[src/verilog/refsel_pkg.sv]
// Constants, types and register map of the reference input selector
package refsel_pkg;
  // Register byte offsets
  localparam logic [7:0] OFF_CTRL   = 8'h00;
  localparam logic [7:0] OFF_PRIO   = 8'h04;
  localparam logic [7:0] OFF_VTIMER = 8'h08;
  localparam logic [7:0] OFF_SLEW   = 8'h0C;
  localparam logic [7:0] OFF_STATUS = 8'h10;
  localparam logic [7:0] OFF_CMD    = 8'h14;
  // Control field positions
  localparam int CTRL_MODE_LSB   = 0;
  localparam int CTRL_MANSEL     = 2;
  localparam int CTRL_PINSRC     = 3;
  localparam int CTRL_CANCEL     = 4;
  localparam int CTRL_SLEW       = 5;
  localparam int CTRL_ZDS        = 6;
  localparam int CTRL_PPS        = 7;
  localparam int CTRL_FDET_LSB   = 8;
  localparam int CTRL_PVDET_LSB  = 10;
  localparam int CTRL_WIDTH      = 12;
  // Priority field positions
  localparam int PRIO0_LSB       = 0;
  localparam int PRIO1_LSB       = 4;
  localparam int PRIO_W          = 3;
  // Command bit
  localparam int CMD_SOFT_RESET  = 0;
  // Values after reset
  localparam logic [11:0] CTRL_RST   = 12'h000;
  localparam logic [2:0]  PRIO0_RST  = 3'h1;
  localparam logic [2:0]  PRIO1_RST  = 3'h2;
  localparam logic [15:0] VTIMER_RST = 16'h0010;
  localparam logic [15:0] THRESH_RST = 16'h0100;
  localparam logic [15:0] STIMER_RST = 16'h0040;
  // Selection modes
  typedef enum logic [1:0] {
    MODE_AUTO_REV    = 2'b00,
    MODE_AUTO_NONREV = 2'b01,
    MODE_MAN_FALLBK  = 2'b10,
    MODE_MAN_HOLDOV  = 2'b11
  } sel_mode_e;
  // Loop states
  typedef enum logic [1:0] {
    LOOP_FREERUN  = 2'b00,
    LOOP_HOLDOVER = 2'b01,
    LOOP_TRACK    = 2'b10
  } loop_state_e;
  // Action taken on a switch event
  typedef enum logic [2:0] {
    ACT_NONE   = 3'b000,
    ACT_CANCEL = 3'b001,
    ACT_SMOOTH = 3'b010,
    ACT_SLEW   = 3'b011,
    ACT_FULL   = 3'b100,
    ACT_FAST   = 3'b101
  } sw_action_e;
endpackage : refsel_pkg

[src/verilog/dpll_reference_selector.sv]
// Reference input selection and switchover control for one loop
//
// Register access over APB and the register offsets were decided locally.
`timescale 1ns/1ps
module dpll_reference_selector #(
  parameter int TW = 16                       // Timer and threshold width
) (
  input  wire logic        pclk,              // Loop clock, 10 MHz
  input  wire logic        presetn,           // Async reset, active low
  // APB slave
  input  wire logic        psel,              // Select
  input  wire logic        penable,           // Access phase
  input  wire logic        pwrite,            // Write when high
  input  wire logic [7:0]  paddr,             // Byte address
  input  wire logic [31:0] pwdata,            // Write data
  output logic [31:0]      prdata,            // Read data
  output logic             pready,            // Transfer done
  output logic             pslverr,           // Unmapped address
  // Monitor and loop inputs
  input  wire logic [1:0]  monitor_flags,     // Enabled monitor flags per input
  input  wire logic        history_valid,     // Tuning-word history usable
  input  wire logic        loop_locked,       // Loop lock status
  input  wire logic        inputs_freq_locked,// Inputs frequency-locked
  input  wire logic        manual_pin,        // Manual choice from pin
  // Outputs
  output logic             selected_input,    // Selected input status pin
  output logic             tracking,          // Loop tracks an input
  output logic             holdover,          // Loop in holdover
  output logic             free_run,          // Loop in free-run
  output logic [2:0]       switch_action,     // Hitless handling in force
  output logic             slew_active,       // Slew limiting running
  output logic [TW-1:0]    slew_limit,        // Phase step limit in force
  output logic [1:0]       freq_det_enable,   // Frequency detector enables
  output logic [1:0]       phase_valid_enable,// Phase-valid detector enables
  output logic             loop_soft_reset    // One-cycle loop soft reset
);
  initial begin
    if (TW < 8 || TW > 16) $error("dpll_reference_selector: TW out of range");
  end

  ////////////////////////////////////////////////////////////////////////
  // State
  typedef struct packed {
    logic [11:0]          ctrl;               // Control register
    logic [2:0]           prio0;              // Priority, first input
    logic [2:0]           prio1;              // Priority, second input
    logic [TW-1:0]        vtimer;             // Validation interval
    logic [TW-1:0]        thresh;             // Slew threshold
    logic [TW-1:0]        stimer;             // Slew timer
    logic                 sel;                // Selected input
    refsel_pkg::loop_state_e loop;            // Loop state
    refsel_pkg::sw_action_e  act;             // Last switch action
    logic [TW-1:0]        slew_cnt;           // Slew cycles left
    logic                 ever_locked;        // Loop has locked once
    logic                 pps_early_sw;       // 1-PPS switch before lock
    logic                 sreset;             // Soft reset pulse
    logic                 rdy;                // APB answer ready
    logic                 err;                // APB error
    logic [31:0]          rdata;              // APB read data
  } st_s;

  st_s st_q;
  st_s st_d;

  ////////////////////////////////////////////////////////////////////////
  // Input qualification
  logic [1:0] in_valid;                       // Qualified inputs

  input_validator #(.TW(TW)) u_val0 (
    .pclk    (pclk),
    .presetn (presetn),
    .flags   (monitor_flags[0]),
    .timer   (st_q.vtimer),
    .valid   (in_valid[0])
  );

  input_validator #(.TW(TW)) u_val1 (
    .pclk    (pclk),
    .presetn (presetn),
    .flags   (monitor_flags[1]),
    .timer   (st_q.vtimer),
    .valid   (in_valid[1])
  );

  ////////////////////////////////////////////////////////////////////////
  // Decoded configuration
  refsel_pkg::sel_mode_e mode;                // Selection mode
  logic                  man_sel;             // Manual choice in force
  logic                  cancel_en;           // Phase cancellation
  logic                  slew_en;             // Phase slew control
  logic                  zds_en;              // Zero-delay sync
  logic                  pps_en;              // Inputs are 1-PPS
  logic [1:0]            fdet_cfg;            // Frequency detector request
  logic [1:0]            pvdet_cfg;           // Phase-valid request
  logic [1:0]            det_conflict;        // Both requested per input

  always_comb begin
    mode      = refsel_pkg::sel_mode_e'(st_q.ctrl[refsel_pkg::CTRL_MODE_LSB +: 2]);
    cancel_en = st_q.ctrl[refsel_pkg::CTRL_CANCEL];
    slew_en   = st_q.ctrl[refsel_pkg::CTRL_SLEW];
    zds_en    = st_q.ctrl[refsel_pkg::CTRL_ZDS];
    pps_en    = st_q.ctrl[refsel_pkg::CTRL_PPS];
    fdet_cfg  = st_q.ctrl[refsel_pkg::CTRL_FDET_LSB +: 2];
    pvdet_cfg = st_q.ctrl[refsel_pkg::CTRL_PVDET_LSB +: 2];
    // Register field or pin, as configured
    if (st_q.ctrl[refsel_pkg::CTRL_PINSRC]) begin
      man_sel = manual_pin;
    end else begin
      man_sel = st_q.ctrl[refsel_pkg::CTRL_MANSEL];
    end
  end

  // The frequency detector wins on a conflict; the phase-valid detector
  // is held off so the two never run on one input
  assign det_conflict       = fdet_cfg & pvdet_cfg;
  assign freq_det_enable    = fdet_cfg;
  assign phase_valid_enable = pvdet_cfg & ~fdet_cfg;

  ////////////////////////////////////////////////////////////////////////
  // Priority ranking
  logic [1:0] eligible;                       // Valid with nonzero priority
  logic       any_elig;                       // Some input eligible
  logic       best;                           // Best eligible input

  always_comb begin
    eligible[0] = in_valid[0] && (st_q.prio0 != 3'h0);
    eligible[1] = in_valid[1] && (st_q.prio1 != 3'h0);
    any_elig    = |eligible;
    best        = 1'b0;
    if (eligible[1] && !eligible[0]) begin
      best = 1'b1;
    end else if (eligible[1] && (st_q.prio1 < st_q.prio0)) begin
      best = 1'b1;
    end else begin
      best = 1'b0;                            // Ties go to first input
    end
  end

  ////////////////////////////////////////////////////////////////////////
  // Selection decision
  logic                    nxt_sel;           // Next selection
  logic                    nxt_trk;           // Next cycle tracks
  refsel_pkg::loop_state_e lost_state;        // State when nothing usable

  always_comb begin
    // Holdover needs a usable tuning-word history
    if (history_valid) begin
      lost_state = refsel_pkg::LOOP_HOLDOVER;
    end else begin
      lost_state = refsel_pkg::LOOP_FREERUN;
    end
    nxt_sel = st_q.sel;
    nxt_trk = 1'b0;
    case (mode)
      refsel_pkg::MODE_AUTO_REV: begin
        // Always the best input, switching as soon as it qualifies
        if (any_elig) begin
          nxt_sel = best;
          nxt_trk = 1'b1;
        end
      end
      refsel_pkg::MODE_AUTO_NONREV: begin
        // Stay with a still-eligible current input
        if (st_q.loop == refsel_pkg::LOOP_TRACK && eligible[st_q.sel]) begin
          nxt_trk = 1'b1;
        end else if (any_elig) begin
          nxt_sel = best;
          nxt_trk = 1'b1;
        end
      end
      refsel_pkg::MODE_MAN_FALLBK: begin
        // Manual input first, best valid input otherwise
        if (in_valid[man_sel]) begin
          nxt_sel = man_sel;
          nxt_trk = 1'b1;
        end else if (any_elig) begin
          nxt_sel = best;
          nxt_trk = 1'b1;
        end
      end
      refsel_pkg::MODE_MAN_HOLDOV: begin
        // Never falls back to the other input
        nxt_sel = man_sel;
        nxt_trk = in_valid[man_sel];
      end
      default: begin
        nxt_trk = 1'b0;
      end
    endcase
  end

  ////////////////////////////////////////////////////////////////////////
  // Switch event classification
  logic                   sw_inputs;          // Input-to-input switchover
  logic                   sw_exit;            // Holdover/free-run exit
  logic                   pps_no_hitless;     // Hitless barred for 1-PPS
  refsel_pkg::sw_action_e sw_act;             // Action for this event

  always_comb begin
    sw_inputs      = (st_q.loop == refsel_pkg::LOOP_TRACK) && nxt_trk &&
                     (nxt_sel != st_q.sel);
    sw_exit        = (st_q.loop != refsel_pkg::LOOP_TRACK) && nxt_trk;
    // Zero-delay sync, or no lock yet, rules out hitless 1-PPS switching
    pps_no_hitless = pps_en && (zds_en || !st_q.ever_locked);
    sw_act         = refsel_pkg::ACT_NONE;
    if (sw_exit) begin
      if (slew_en) begin
        sw_act = refsel_pkg::ACT_SLEW;
      end else begin
        sw_act = refsel_pkg::ACT_FAST;
      end
    end else if (sw_inputs) begin
      if (pps_no_hitless || (!cancel_en && !slew_en)) begin
        sw_act = refsel_pkg::ACT_FULL;
      end else if (cancel_en && inputs_freq_locked) begin
        sw_act = refsel_pkg::ACT_CANCEL;
      end else if (slew_en) begin
        sw_act = refsel_pkg::ACT_SLEW;
      end else begin
        sw_act = refsel_pkg::ACT_SMOOTH;
      end
    end
  end

  ////////////////////////////////////////////////////////////////////////
  // Register access decode
  logic        acc;                           // Access phase with answer
  logic        wr;                            // Write takes effect
  logic        mapped;                        // Address hits a register
  logic [31:0] rd_val;                        // Read value for address
  logic [31:0] status;                        // Status word

  always_comb begin
    acc    = psel && penable && st_q.rdy;
    wr     = acc && pwrite && !st_q.err;
    status = 32'h0000_0000;
    status[0]   = st_q.sel;
    status[2:1] = st_q.loop;
    status[4:3] = in_valid;
    status[5]   = loop_locked;
    status[6]   = st_q.ever_locked;
    status[7]   = st_q.pps_early_sw;
    status[9:8] = det_conflict;
    status[10]  = slew_active;
    status[13:11] = st_q.act;
    mapped = 1'b1;
    rd_val = 32'h0000_0000;
    case (paddr)
      refsel_pkg::OFF_CTRL: begin
        rd_val[11:0] = st_q.ctrl;
      end
      refsel_pkg::OFF_PRIO: begin
        rd_val[refsel_pkg::PRIO0_LSB +: refsel_pkg::PRIO_W] = st_q.prio0;
        rd_val[refsel_pkg::PRIO1_LSB +: refsel_pkg::PRIO_W] = st_q.prio1;
      end
      refsel_pkg::OFF_VTIMER: begin
        rd_val[TW-1:0] = st_q.vtimer;
      end
      refsel_pkg::OFF_SLEW: begin
        rd_val[TW-1:0]     = st_q.thresh;
        rd_val[16 +: TW]   = st_q.stimer;
      end
      refsel_pkg::OFF_STATUS: begin
        rd_val = status;
      end
      refsel_pkg::OFF_CMD: begin
        rd_val = 32'h0000_0000;               // Command reads as zero
      end
      default: begin
        mapped = 1'b0;
      end
    endcase
  end

  ////////////////////////////////////////////////////////////////////////
  // Next state
  always_comb begin
    st_d        = st_q;
    st_d.sreset = 1'b0;
    // One wait-free access phase; read data captured in the setup cycle
    st_d.rdy    = psel && !penable;
    st_d.err    = psel && !penable && !mapped;
    st_d.rdata  = (psel && !penable && !pwrite && mapped) ? rd_val : 32'h0000_0000;
    // Register writes
    if (wr) begin
      case (paddr)
        refsel_pkg::OFF_CTRL: begin
          st_d.ctrl = pwdata[11:0];
        end
        refsel_pkg::OFF_PRIO: begin
          st_d.prio0 = pwdata[refsel_pkg::PRIO0_LSB +: refsel_pkg::PRIO_W];
          st_d.prio1 = pwdata[refsel_pkg::PRIO1_LSB +: refsel_pkg::PRIO_W];
        end
        refsel_pkg::OFF_VTIMER: begin
          st_d.vtimer = pwdata[TW-1:0];
        end
        refsel_pkg::OFF_SLEW: begin
          st_d.thresh = pwdata[TW-1:0];
          st_d.stimer = pwdata[16 +: TW];
        end
        refsel_pkg::OFF_CMD: begin
          // Soft reset restarts lock tracking after an early switch
          if (pwdata[refsel_pkg::CMD_SOFT_RESET]) begin
            st_d.sreset = 1'b1;
          end
        end
        default: begin
          st_d.sreset = 1'b0;
        end
      endcase
    end
    // Loop state and selection
    st_d.sel = nxt_sel;
    if (nxt_trk) begin
      st_d.loop = refsel_pkg::LOOP_TRACK;
    end else begin
      st_d.loop = lost_state;
    end
    // Record the action and arm slew limiting
    if (sw_act != refsel_pkg::ACT_NONE) begin
      st_d.act = sw_act;
    end
    if (sw_act == refsel_pkg::ACT_SLEW) begin
      st_d.slew_cnt = st_q.stimer;
    end else if (st_q.slew_cnt != '0) begin
      st_d.slew_cnt = st_q.slew_cnt - 1'b1;
    end
    // First lock and early 1-PPS switch tracking; the event wins over
    // the clearing soft reset in the same cycle
    if (st_q.sreset) begin
      st_d.ever_locked  = 1'b0;
      st_d.pps_early_sw = 1'b0;
    end
    if (loop_locked) begin
      st_d.ever_locked = 1'b1;
    end
    if (sw_inputs && pps_en && !st_q.ever_locked) begin
      st_d.pps_early_sw = 1'b1;
    end
  end

  ////////////////////////////////////////////////////////////////////////
  // State register
  always_ff @(posedge pclk or negedge presetn) begin
    if (!presetn) begin
      st_q.ctrl         <= refsel_pkg::CTRL_RST;
      st_q.prio0        <= refsel_pkg::PRIO0_RST;
      st_q.prio1        <= refsel_pkg::PRIO1_RST;
      st_q.vtimer       <= refsel_pkg::VTIMER_RST[TW-1:0];
      st_q.thresh       <= refsel_pkg::THRESH_RST[TW-1:0];
      st_q.stimer       <= refsel_pkg::STIMER_RST[TW-1:0];
      st_q.sel          <= 1'b0;
      st_q.loop         <= refsel_pkg::LOOP_FREERUN;
      st_q.act          <= refsel_pkg::ACT_NONE;
      st_q.slew_cnt     <= '0;
      st_q.ever_locked  <= 1'b0;
      st_q.pps_early_sw <= 1'b0;
      st_q.sreset       <= 1'b0;
      st_q.rdy          <= 1'b0;
      st_q.err          <= 1'b0;
      st_q.rdata        <= 32'h0000_0000;
    end else begin
      st_q <= st_d;
    end
  end

  ////////////////////////////////////////////////////////////////////////
  // Outputs
  assign prdata          = st_q.rdata;
  assign pready          = st_q.rdy;
  assign pslverr         = st_q.err;
  assign selected_input  = st_q.sel;
  assign tracking        = (st_q.loop == refsel_pkg::LOOP_TRACK);
  assign holdover        = (st_q.loop == refsel_pkg::LOOP_HOLDOVER);
  assign free_run        = (st_q.loop == refsel_pkg::LOOP_FREERUN);
  assign switch_action   = st_q.act;
  assign slew_active     = (st_q.slew_cnt != '0);
  // The limit only applies while the slew timer runs
  assign slew_limit      = slew_active ? st_q.thresh : '0;
  assign loop_soft_reset = st_q.sreset;
endmodule : dpll_reference_selector

[src/verilog/input_validator.sv]
// Validation timer that qualifies one reference input
`timescale 1ns/1ps
module input_validator #(
  parameter int TW = 16                  // Timer width
) (
  input  wire logic          pclk,       // Loop clock
  input  wire logic          presetn,    // Async reset, active low
  input  wire logic          flags,      // OR of enabled monitor flags
  input  wire logic [TW-1:0] timer,      // Clear interval in cycles
  output logic               valid       // Input qualified
);
  initial begin
    if (TW < 2) $error("input_validator: TW too small");
  end

  ////////////////////////////////////////////////////////////////////////
  typedef struct packed {
    logic [TW-1:0] cnt;                  // Cycles free of flags
    logic          ok;                   // Qualified
  } val_s;

  val_s st_q;
  val_s st_d;

  // Any flag restarts the clear interval; a gap that the monitors were
  // set up to tolerate never raises a flag, so gapped clocks qualify
  always_comb begin
    st_d = st_q;
    if (flags) begin
      st_d.cnt = '0;
      st_d.ok  = 1'b0;
    end else if (st_q.cnt >= timer) begin
      st_d.ok  = 1'b1;
    end else begin
      st_d.cnt = st_q.cnt + 1'b1;
    end
  end

  // State register
  always_ff @(posedge pclk or negedge presetn) begin
    if (!presetn) begin
      st_q <= '0;
    end else begin
      st_q <= st_d;
    end
  end

  assign valid = st_q.ok;
endmodule : input_validator

[config.mk]
export PLATFORM = sky130hd
export DESIGN_NAME = dpll_reference_selector
export DESIGN_NICKNAME = d
export VERILOG_FILES = /design/src/verilog/refsel_pkg.sv /design/src/verilog/dpll_reference_selector.sv /design/src/verilog/input_validator.sv
export SDC_FILE = /design/constraint.sdc
export NUM_CORES = 1
export LEC_CHECK = 0
export ABC_AREA = 1
export BUFFER_PORTS_ARGS = -buffer_cell sky130_fd_sc_hd__buf_2
export CAP_MARGIN = 20
export CORE_MARGIN = 5
export CORE_UTILIZATION = 45
export DETAILED_ROUTE_END_ITERATION = 10
export PLACE_DENSITY = 0.76
export SYNTH_ARGS = -nofsm -noshare
export SYNTH_HDL_FRONTEND = slang
export SYNTH_SLANG_ARGS = --single-unit
[constraint.sdc]
create_clock -name pclk -period 2.17 [get_ports pclk]
set_clock_uncertainty 0.05 [all_clocks]
set_input_delay 0.217 -clock pclk [delete_from_list [all_inputs] [get_ports pclk]]
set_output_delay 0.217 -clock pclk [all_outputs]
set_load 0.01 [all_outputs]
---- After elaboration in Yosys (flattened, before gate mapping) ----
Cells that the tools add are included.
operators by class
  bitwise gates (word level) .............. 3
  order comparisons ....................... 5
  reduce and logical (&&, ||, !) cells .... 49
  add/sub/neg operators ................... 3
  muxes and demuxes ....................... 46
  eq/ne operators ......................... 15
operators by type and width
  cell                                                 number
  two-way mux 16 bit                                   6
  two-way mux 17 bit                                   2
  adder 16 x 1 -> 16 bit (second input constant)       2
  greater-or-equal comparator 16 bit                   2
  two-way mux 32 bit                                   1
  one-hot mux 3 bit (5 select lines)                   2
  two-way mux 1 bit                                    23
  logical AND 1 bit                                    21
  one-hot mux 5 bit (4 select lines)                   1
  == test 8 x 4 -> 1 bit (second input constant)       2
  == test 8 x 5 -> 1 bit (second input constant)       2
  nonzero test 16 bit                                  1
  subtractor 16 x 1 -> 16 bit (second input constant)  1
  two-way mux 3 bit                                    4
  one-hot mux 1 bit (4 select lines)                   3
  one-hot mux 4 bit (3 select lines)                   1
  nonzero test 2 bit                                   5
  nonzero test 3 bit                                   3
  == test 8 x 3 -> 1 bit (second input constant)       1
  logical NOT 1 bit                                    8
  logical NOT 8 bit                                    1
  AND reduction 2 bit                                  4
  == test 2 bit (second input constant)                3
  two-way mux 2 bit                                    3
  other kinds (12)                                     19
word-level totals
  word-level logic and storage cells ...... 141
  output and inout port bits .............. 63
  register bits ........................... 159

---- Depth between registers and ports, before layout ----
  depth in word-level cells ............... 14
  gate-level depth with buffers ........... 20

---- By module ----
From an unflattened synthesis, not the netlist that was laid out.
unflattened totals
  cells, all modules ...................... 1,187
  area total of the unflattened synthesis .. 9,449.1 um^2
by module, submodules not included
  module                     cells an instance  sequential area each (um^2)  area an instance (um^2)  instances
  dpll_reference_selector    739                3,134.3                      6,142.1                  1
  input_validator at u_val1  224                425.4                        1,689.1                  1
  input_validator at u_val0  224                425.4                        1,617.8                  1

---- Worst setup path after synthesis ----
No wires, ideal clock.
  path kind ............................... flip-flop to flip-flop
  start ................................... register st_q[108] (netlist bit)
  end ..................................... register st_q[49] (netlist bit)
  library setup time ...................... 0.121 ns
  setup slack ............................. -0.059 ns
  stages on the path, launching flop included .. 20
  data arrival time ....................... 2.058 ns
  required time ........................... 1.999 ns
  cells stage by stage .................... dfstp_2 ha_1 nand2_1 inv_1 a21oi_1 nand2_1 nand2_1 inv_2 nand2_1 nand2_1 nand2_1 nand2_1 nand2_2 nand4_2 nand2_2 nand2_2 buf_6 buf_6 nand2_1 o21ai_1
between the ends
  cells in the longest elaborated chain, start to end .. 14
RTL lines
  element                                                                      RTL line                        source
  start, declared                                                              dpll_reference_selector.sv:62   st_s st_q;
  start signal, assigned                                                       dpll_reference_selector.sv:363  st_q <= st_d;
  parallel branches: the longest is 11 deep, another holds < comparator 3 bit  -
  two-way mux 3 bit (*)                                                        dpll_reference_selector.sv:206  if (sw_exit) begin
  == test 3 x 2 -> 1 bit (*)                                                   dpll_reference_selector.sv:323  if (sw_act == refsel_pkg::ACT_SLEW) begin
  two-way mux 16 bit / nonzero test 2 bit (equally long branches)              -
Every way passes the cells marked *. The select of a mux whose other input is x is not followed.
A chain may end at the register's enable or synchronous reset.

---- Worst setup path in the final report ----
  start ................................... register st_q[37] (netlist bit)
  end ..................................... output slew_active
between the ends
  cells in the longest elaborated chain, start to end .. 1
RTL lines
  element              RTL line                        source
  nonzero test 16 bit  dpll_reference_selector.sv:377  assign slew_active = (st_q.slew_cnt != '0);
  end, declared        dpll_reference_selector.sv:31   output logic slew_active,
Every way passes these cells.

==> results.yml <==
place:
  gp_congestion: 0.957
  place_ws_ns: -0.377
  hpwl_um: 17700
  place_area_um2: 9880
  io_buffers: 113
power:
  ir_drop_mv: 0.558
  power.clock.fraction: 0.416
  swShare: 0.280
  seqPwrFrac: 0.456
  p_per_area_nw_per_um2: 565
  p_sw_mw: 1.90
  p_leak_nw: 5.90
  p_int_mw: 4.89
  comb_power_share: 0.128
routing:
  drt_wl_total_um: 27800
  drc_errors: 0
  antenna_left: 0
  drt-pass1-iter-count: 6
  drt_iter0_markers: 743
  vias: 8514
  routedWlPerCell_um: 17.6
  vias_per_cell: 5.38
synthesis:
  synth_simple_gate_area_frac: 0.223
  synth_cell_type_count: 44
  yosysWarnings: 0
  synth_compound_area_frac: 0.120
  synth_mux_area_frac: 0.00130
  yosysSeqAreaShare: 0.458
  synth_adder_area_share: 0.0590
  synth_nets: 1178
  synth_cells: 1086
  syn_area_per_cell_um2: 8.00
  synth_xor_area_frac: 0.0191
  synth-seq-cells: 159
  synth_top_family_by_area: "simple AND/OR/NAND/NOR gates"
  synth_area_um2: 8690
cells_and_area:
  final_area_um2: 12000
  area_growth_pct: 38.1
  nets: 1402
  diodes: 0
  drive_above_1_share: 0.354
min_path:
  hold_path_class: "primary input to flop"
  holdPathStages: 3
timing:
  post-route-period-util: 1.31
  fin_crit_ns: 2.84
  hold_violations: 0
  whs_ns: 0.0236
  worst_pin_slew_ns: 0.549
  slew_headroom: 0.632
  clock.fmax_ghz: 0.352
  rsz0062_at_grt: "yes"
  setup_violations: 41
  maxSlewViolCount: 0
  layout_setup_ws_ns: -0.667
floorplan:
  row_count: 50
  dieHeight_um: 149
  core_um2: 18900
  die-area_um2: 22200
  die_w_um: 149
  initial_utilization: 0.460
  num_io_pins: 114
clock_tree:
  clk_path_buf_depth: 2
  clk-insertion-delay-late_ns: 0.43
  numCtsBuffers: 17
  cts_max_level: 4
  path_clk_slew_ns: 0.07
  tritoncts: "done"
  cts_root_buffer: "clkbuf_16"
  clock_sinks: 159
critical_path:
  cp-start-kind: "flop"
  max_stage_delay_ns: 0.40
  r2r-start: "st_q[37]"
  startpoint: "st_q[37]"
  required_ns: 1.90
  cp-endpoint: "slew_active"
  rr_endpoint: "st_q[49]"
  path_depth: 13
  slowest_stage: "dfrtp_1"
  crit_path_end_kind: "primary output"
  crit_chain: "inv_2 -> ha_4 -> nand2_4 -> nor2_4 -> nand2_2 -> buf_4 -> nor4_4 -> nand2_1 -> nor2_1 -> nand4_1 -> nor3_2 -> inv_1 -> buf_2"
  ff2ff_setup_slack_ns: -0.50
  cp.arrival_ns: 2.57
  crit_type: "flop to primary output"
  worst_r2r_path_depth: 18
  cpLargestDelayFamily: "simple AND/OR/NAND/NOR gates"
  cp_max_fo: 2
  cp.buffers_inverters: 4
global_route:
  grt_max_degree: 59
  grt_pass1_vias: 8053
  grt.total_usage: 0.230
  grt_pass1_wl_um: 40600
  antenna_found_initial: 0
  overflow: 0
outcome:
  outcome: "complete, but fails checks"
  violations: "setup timing"
run:
  cap_viol_max_count: 0
==> tightest hold or removal path: cells and delay by family <==
| family | cells | cell delay (ns) |
|---|---|---|
| buf+inv | 1 | 0.08 |
| simple gates | 1 | 0.04 |
| compound gates | 1 | 0.12 |
==> cell usage after synthesis, drive strengths merged <==
cell    instances  area share
a21oi          65       0.037
mux2            1      0.0013
nand4          15       0.012
a31oi           2      0.0014
ha             41       0.059
a221oi         10       0.010
a21boi          1     0.00086
xor2           13       0.013
o31ai           1     0.00086
nor4            7      0.0058
and3            1     0.00072
o21a            3      0.0026
a21o            1     0.00086
nand2         222       0.098
dfstp           5       0.015
and2            1     0.00072
or2             6      0.0043
o211ai          1     0.00086
o21ai          92       0.055
dfrtp         154        0.44
xnor2           6      0.0060
nor2           97       0.044
clkbuf         18      0.0078
nand3          54       0.032
nor3           41       0.024
a211oi          2      0.0017
buf            51       0.041
o22ai          11      0.0079
nand3b          2      0.0017
inv           162       0.070
==> area by class of cell <==
class | instances | area [um2]
tap | 260 | 325
inverter | 162 | 613
timing repair buffer | 274 | 2050
fill | 1452 | 6890
sequential | 159 | 3990
clock buffer | 17 | 425
multi-input combinational | 696 | 4480
clock inverter | 15 | 133
==> routing by layer <==
layer | vias to the layer above | GRT usage | wire length [um]
li1 | 3938 | - | -
met1 | 4034 | 0.290 | 10700
met2 | 454 | 0.380 | 13700
met3 | 88 | 0.0571 | 2430
met4 | 0 | 0.0920 | 1000
met5 | - | 0 | 0
==> state kept, by name, indices dropped and copies added, names as in the netlist, 2 cells and up <==
name             count
freq_det_enable      2
mode                 2
prdata              32
pvdet_cfg            2
st_q                77
switch_action        3
u_val0.st_q         16
u_val1.st_q         16
==> power by group through the flow <==
| stage | Sequential, mW | Clock (mW) | Combinational, mW |
|---|---|---|---|
| CTS | 3.08 | 2.86 | 0.650 |
| finish | 3.10 | 2.82 | 0.870 |
| global route | 3.10 | 3.00 | 0.939 |
| detailed placement | 3.13 | 0 | 0.549 |
| floorplan | 3.11 | 0 | 0.292 |
| global placement | 3.13 | 0 | 0.533 |
==> worst min-delay path by stage <==
stage	start	to	slack, ns
floorplan	presetn	cancel_en	-0.13
global placement	presetn	prdata[7]	0.18
detailed placement	presetn	prdata[31]	0.17
CTS	pwdata[31]	st_q[74]	0.001
global route	pwdata[24]	st_q[67]	0.005
finish	pwdata[24]	st_q[67]	0.02
==> cells in the final DEF, fill, tap and decap left out, drive strengths merged, types with 2 or more instances in the layout <==
| master | instances |
|---|---|
| xnor2 | 6 |
| dlygate4sd3 | 20 |
| a31oi | 2 |
| dfstp | 5 |
| clkinvlp | 7 |
| clkinv | 4 |
| nand3 | 54 |
| a221oi | 10 |
| dfrtp | 154 |
| ha | 41 |
| nor2 | 97 |
| nand2 | 222 |
| nand3b | 2 |
| inv | 166 |
| o21a | 3 |
| nor4 | 7 |
| xor2 | 13 |
| clkbuf | 17 |
| or2 | 6 |
| o22ai | 11 |
| a21oi | 65 |
| o21ai | 92 |
| a211oi | 2 |
| nor3 | 41 |
| nand4 | 15 |
| buf | 254 |
==> kinds of logic (layout without fill, tap and decap cells) <==
kind of cell,count (synthesis),in the layout
buf+inv,231,468
fa+ha+maj,41,41
compound gates,189,189
xor+xnor,19,19
mux,1,1
simple gates,446,446
flops,159,159
==> per-stage QoR <==
| stage | cells | TNS [ns] | total power, mW | util |
|---|---|---|---|---|
| 4_1_cts | 1562 | -16.51 | 6.59 | 0.592 |
| 2_1_floorplan | 1086 | -0.386 | 3.41 | - |
| 5_1_grt | 1583 | -21.98 | 7.03 | 0.636 |
| 6_report | 1583 | -15.59 | 6.79 | 0.636 |
| 3_5_place_dp | 1478 | -12.18 | 3.68 | 0.523 |
| 3_3_place_gp | 1478 | -8.30 | 3.66 | 0.523 |
==> timing repair <==
item	CTS	global route
hold endpoints to repair	71	1
setup buffers	32	27
resized for setup	71	169
hold buffers	19	1
setup endpoints to repair	70	70
pin swaps	23	56
cloned	2	2
(Power assumes the default switching activity.)
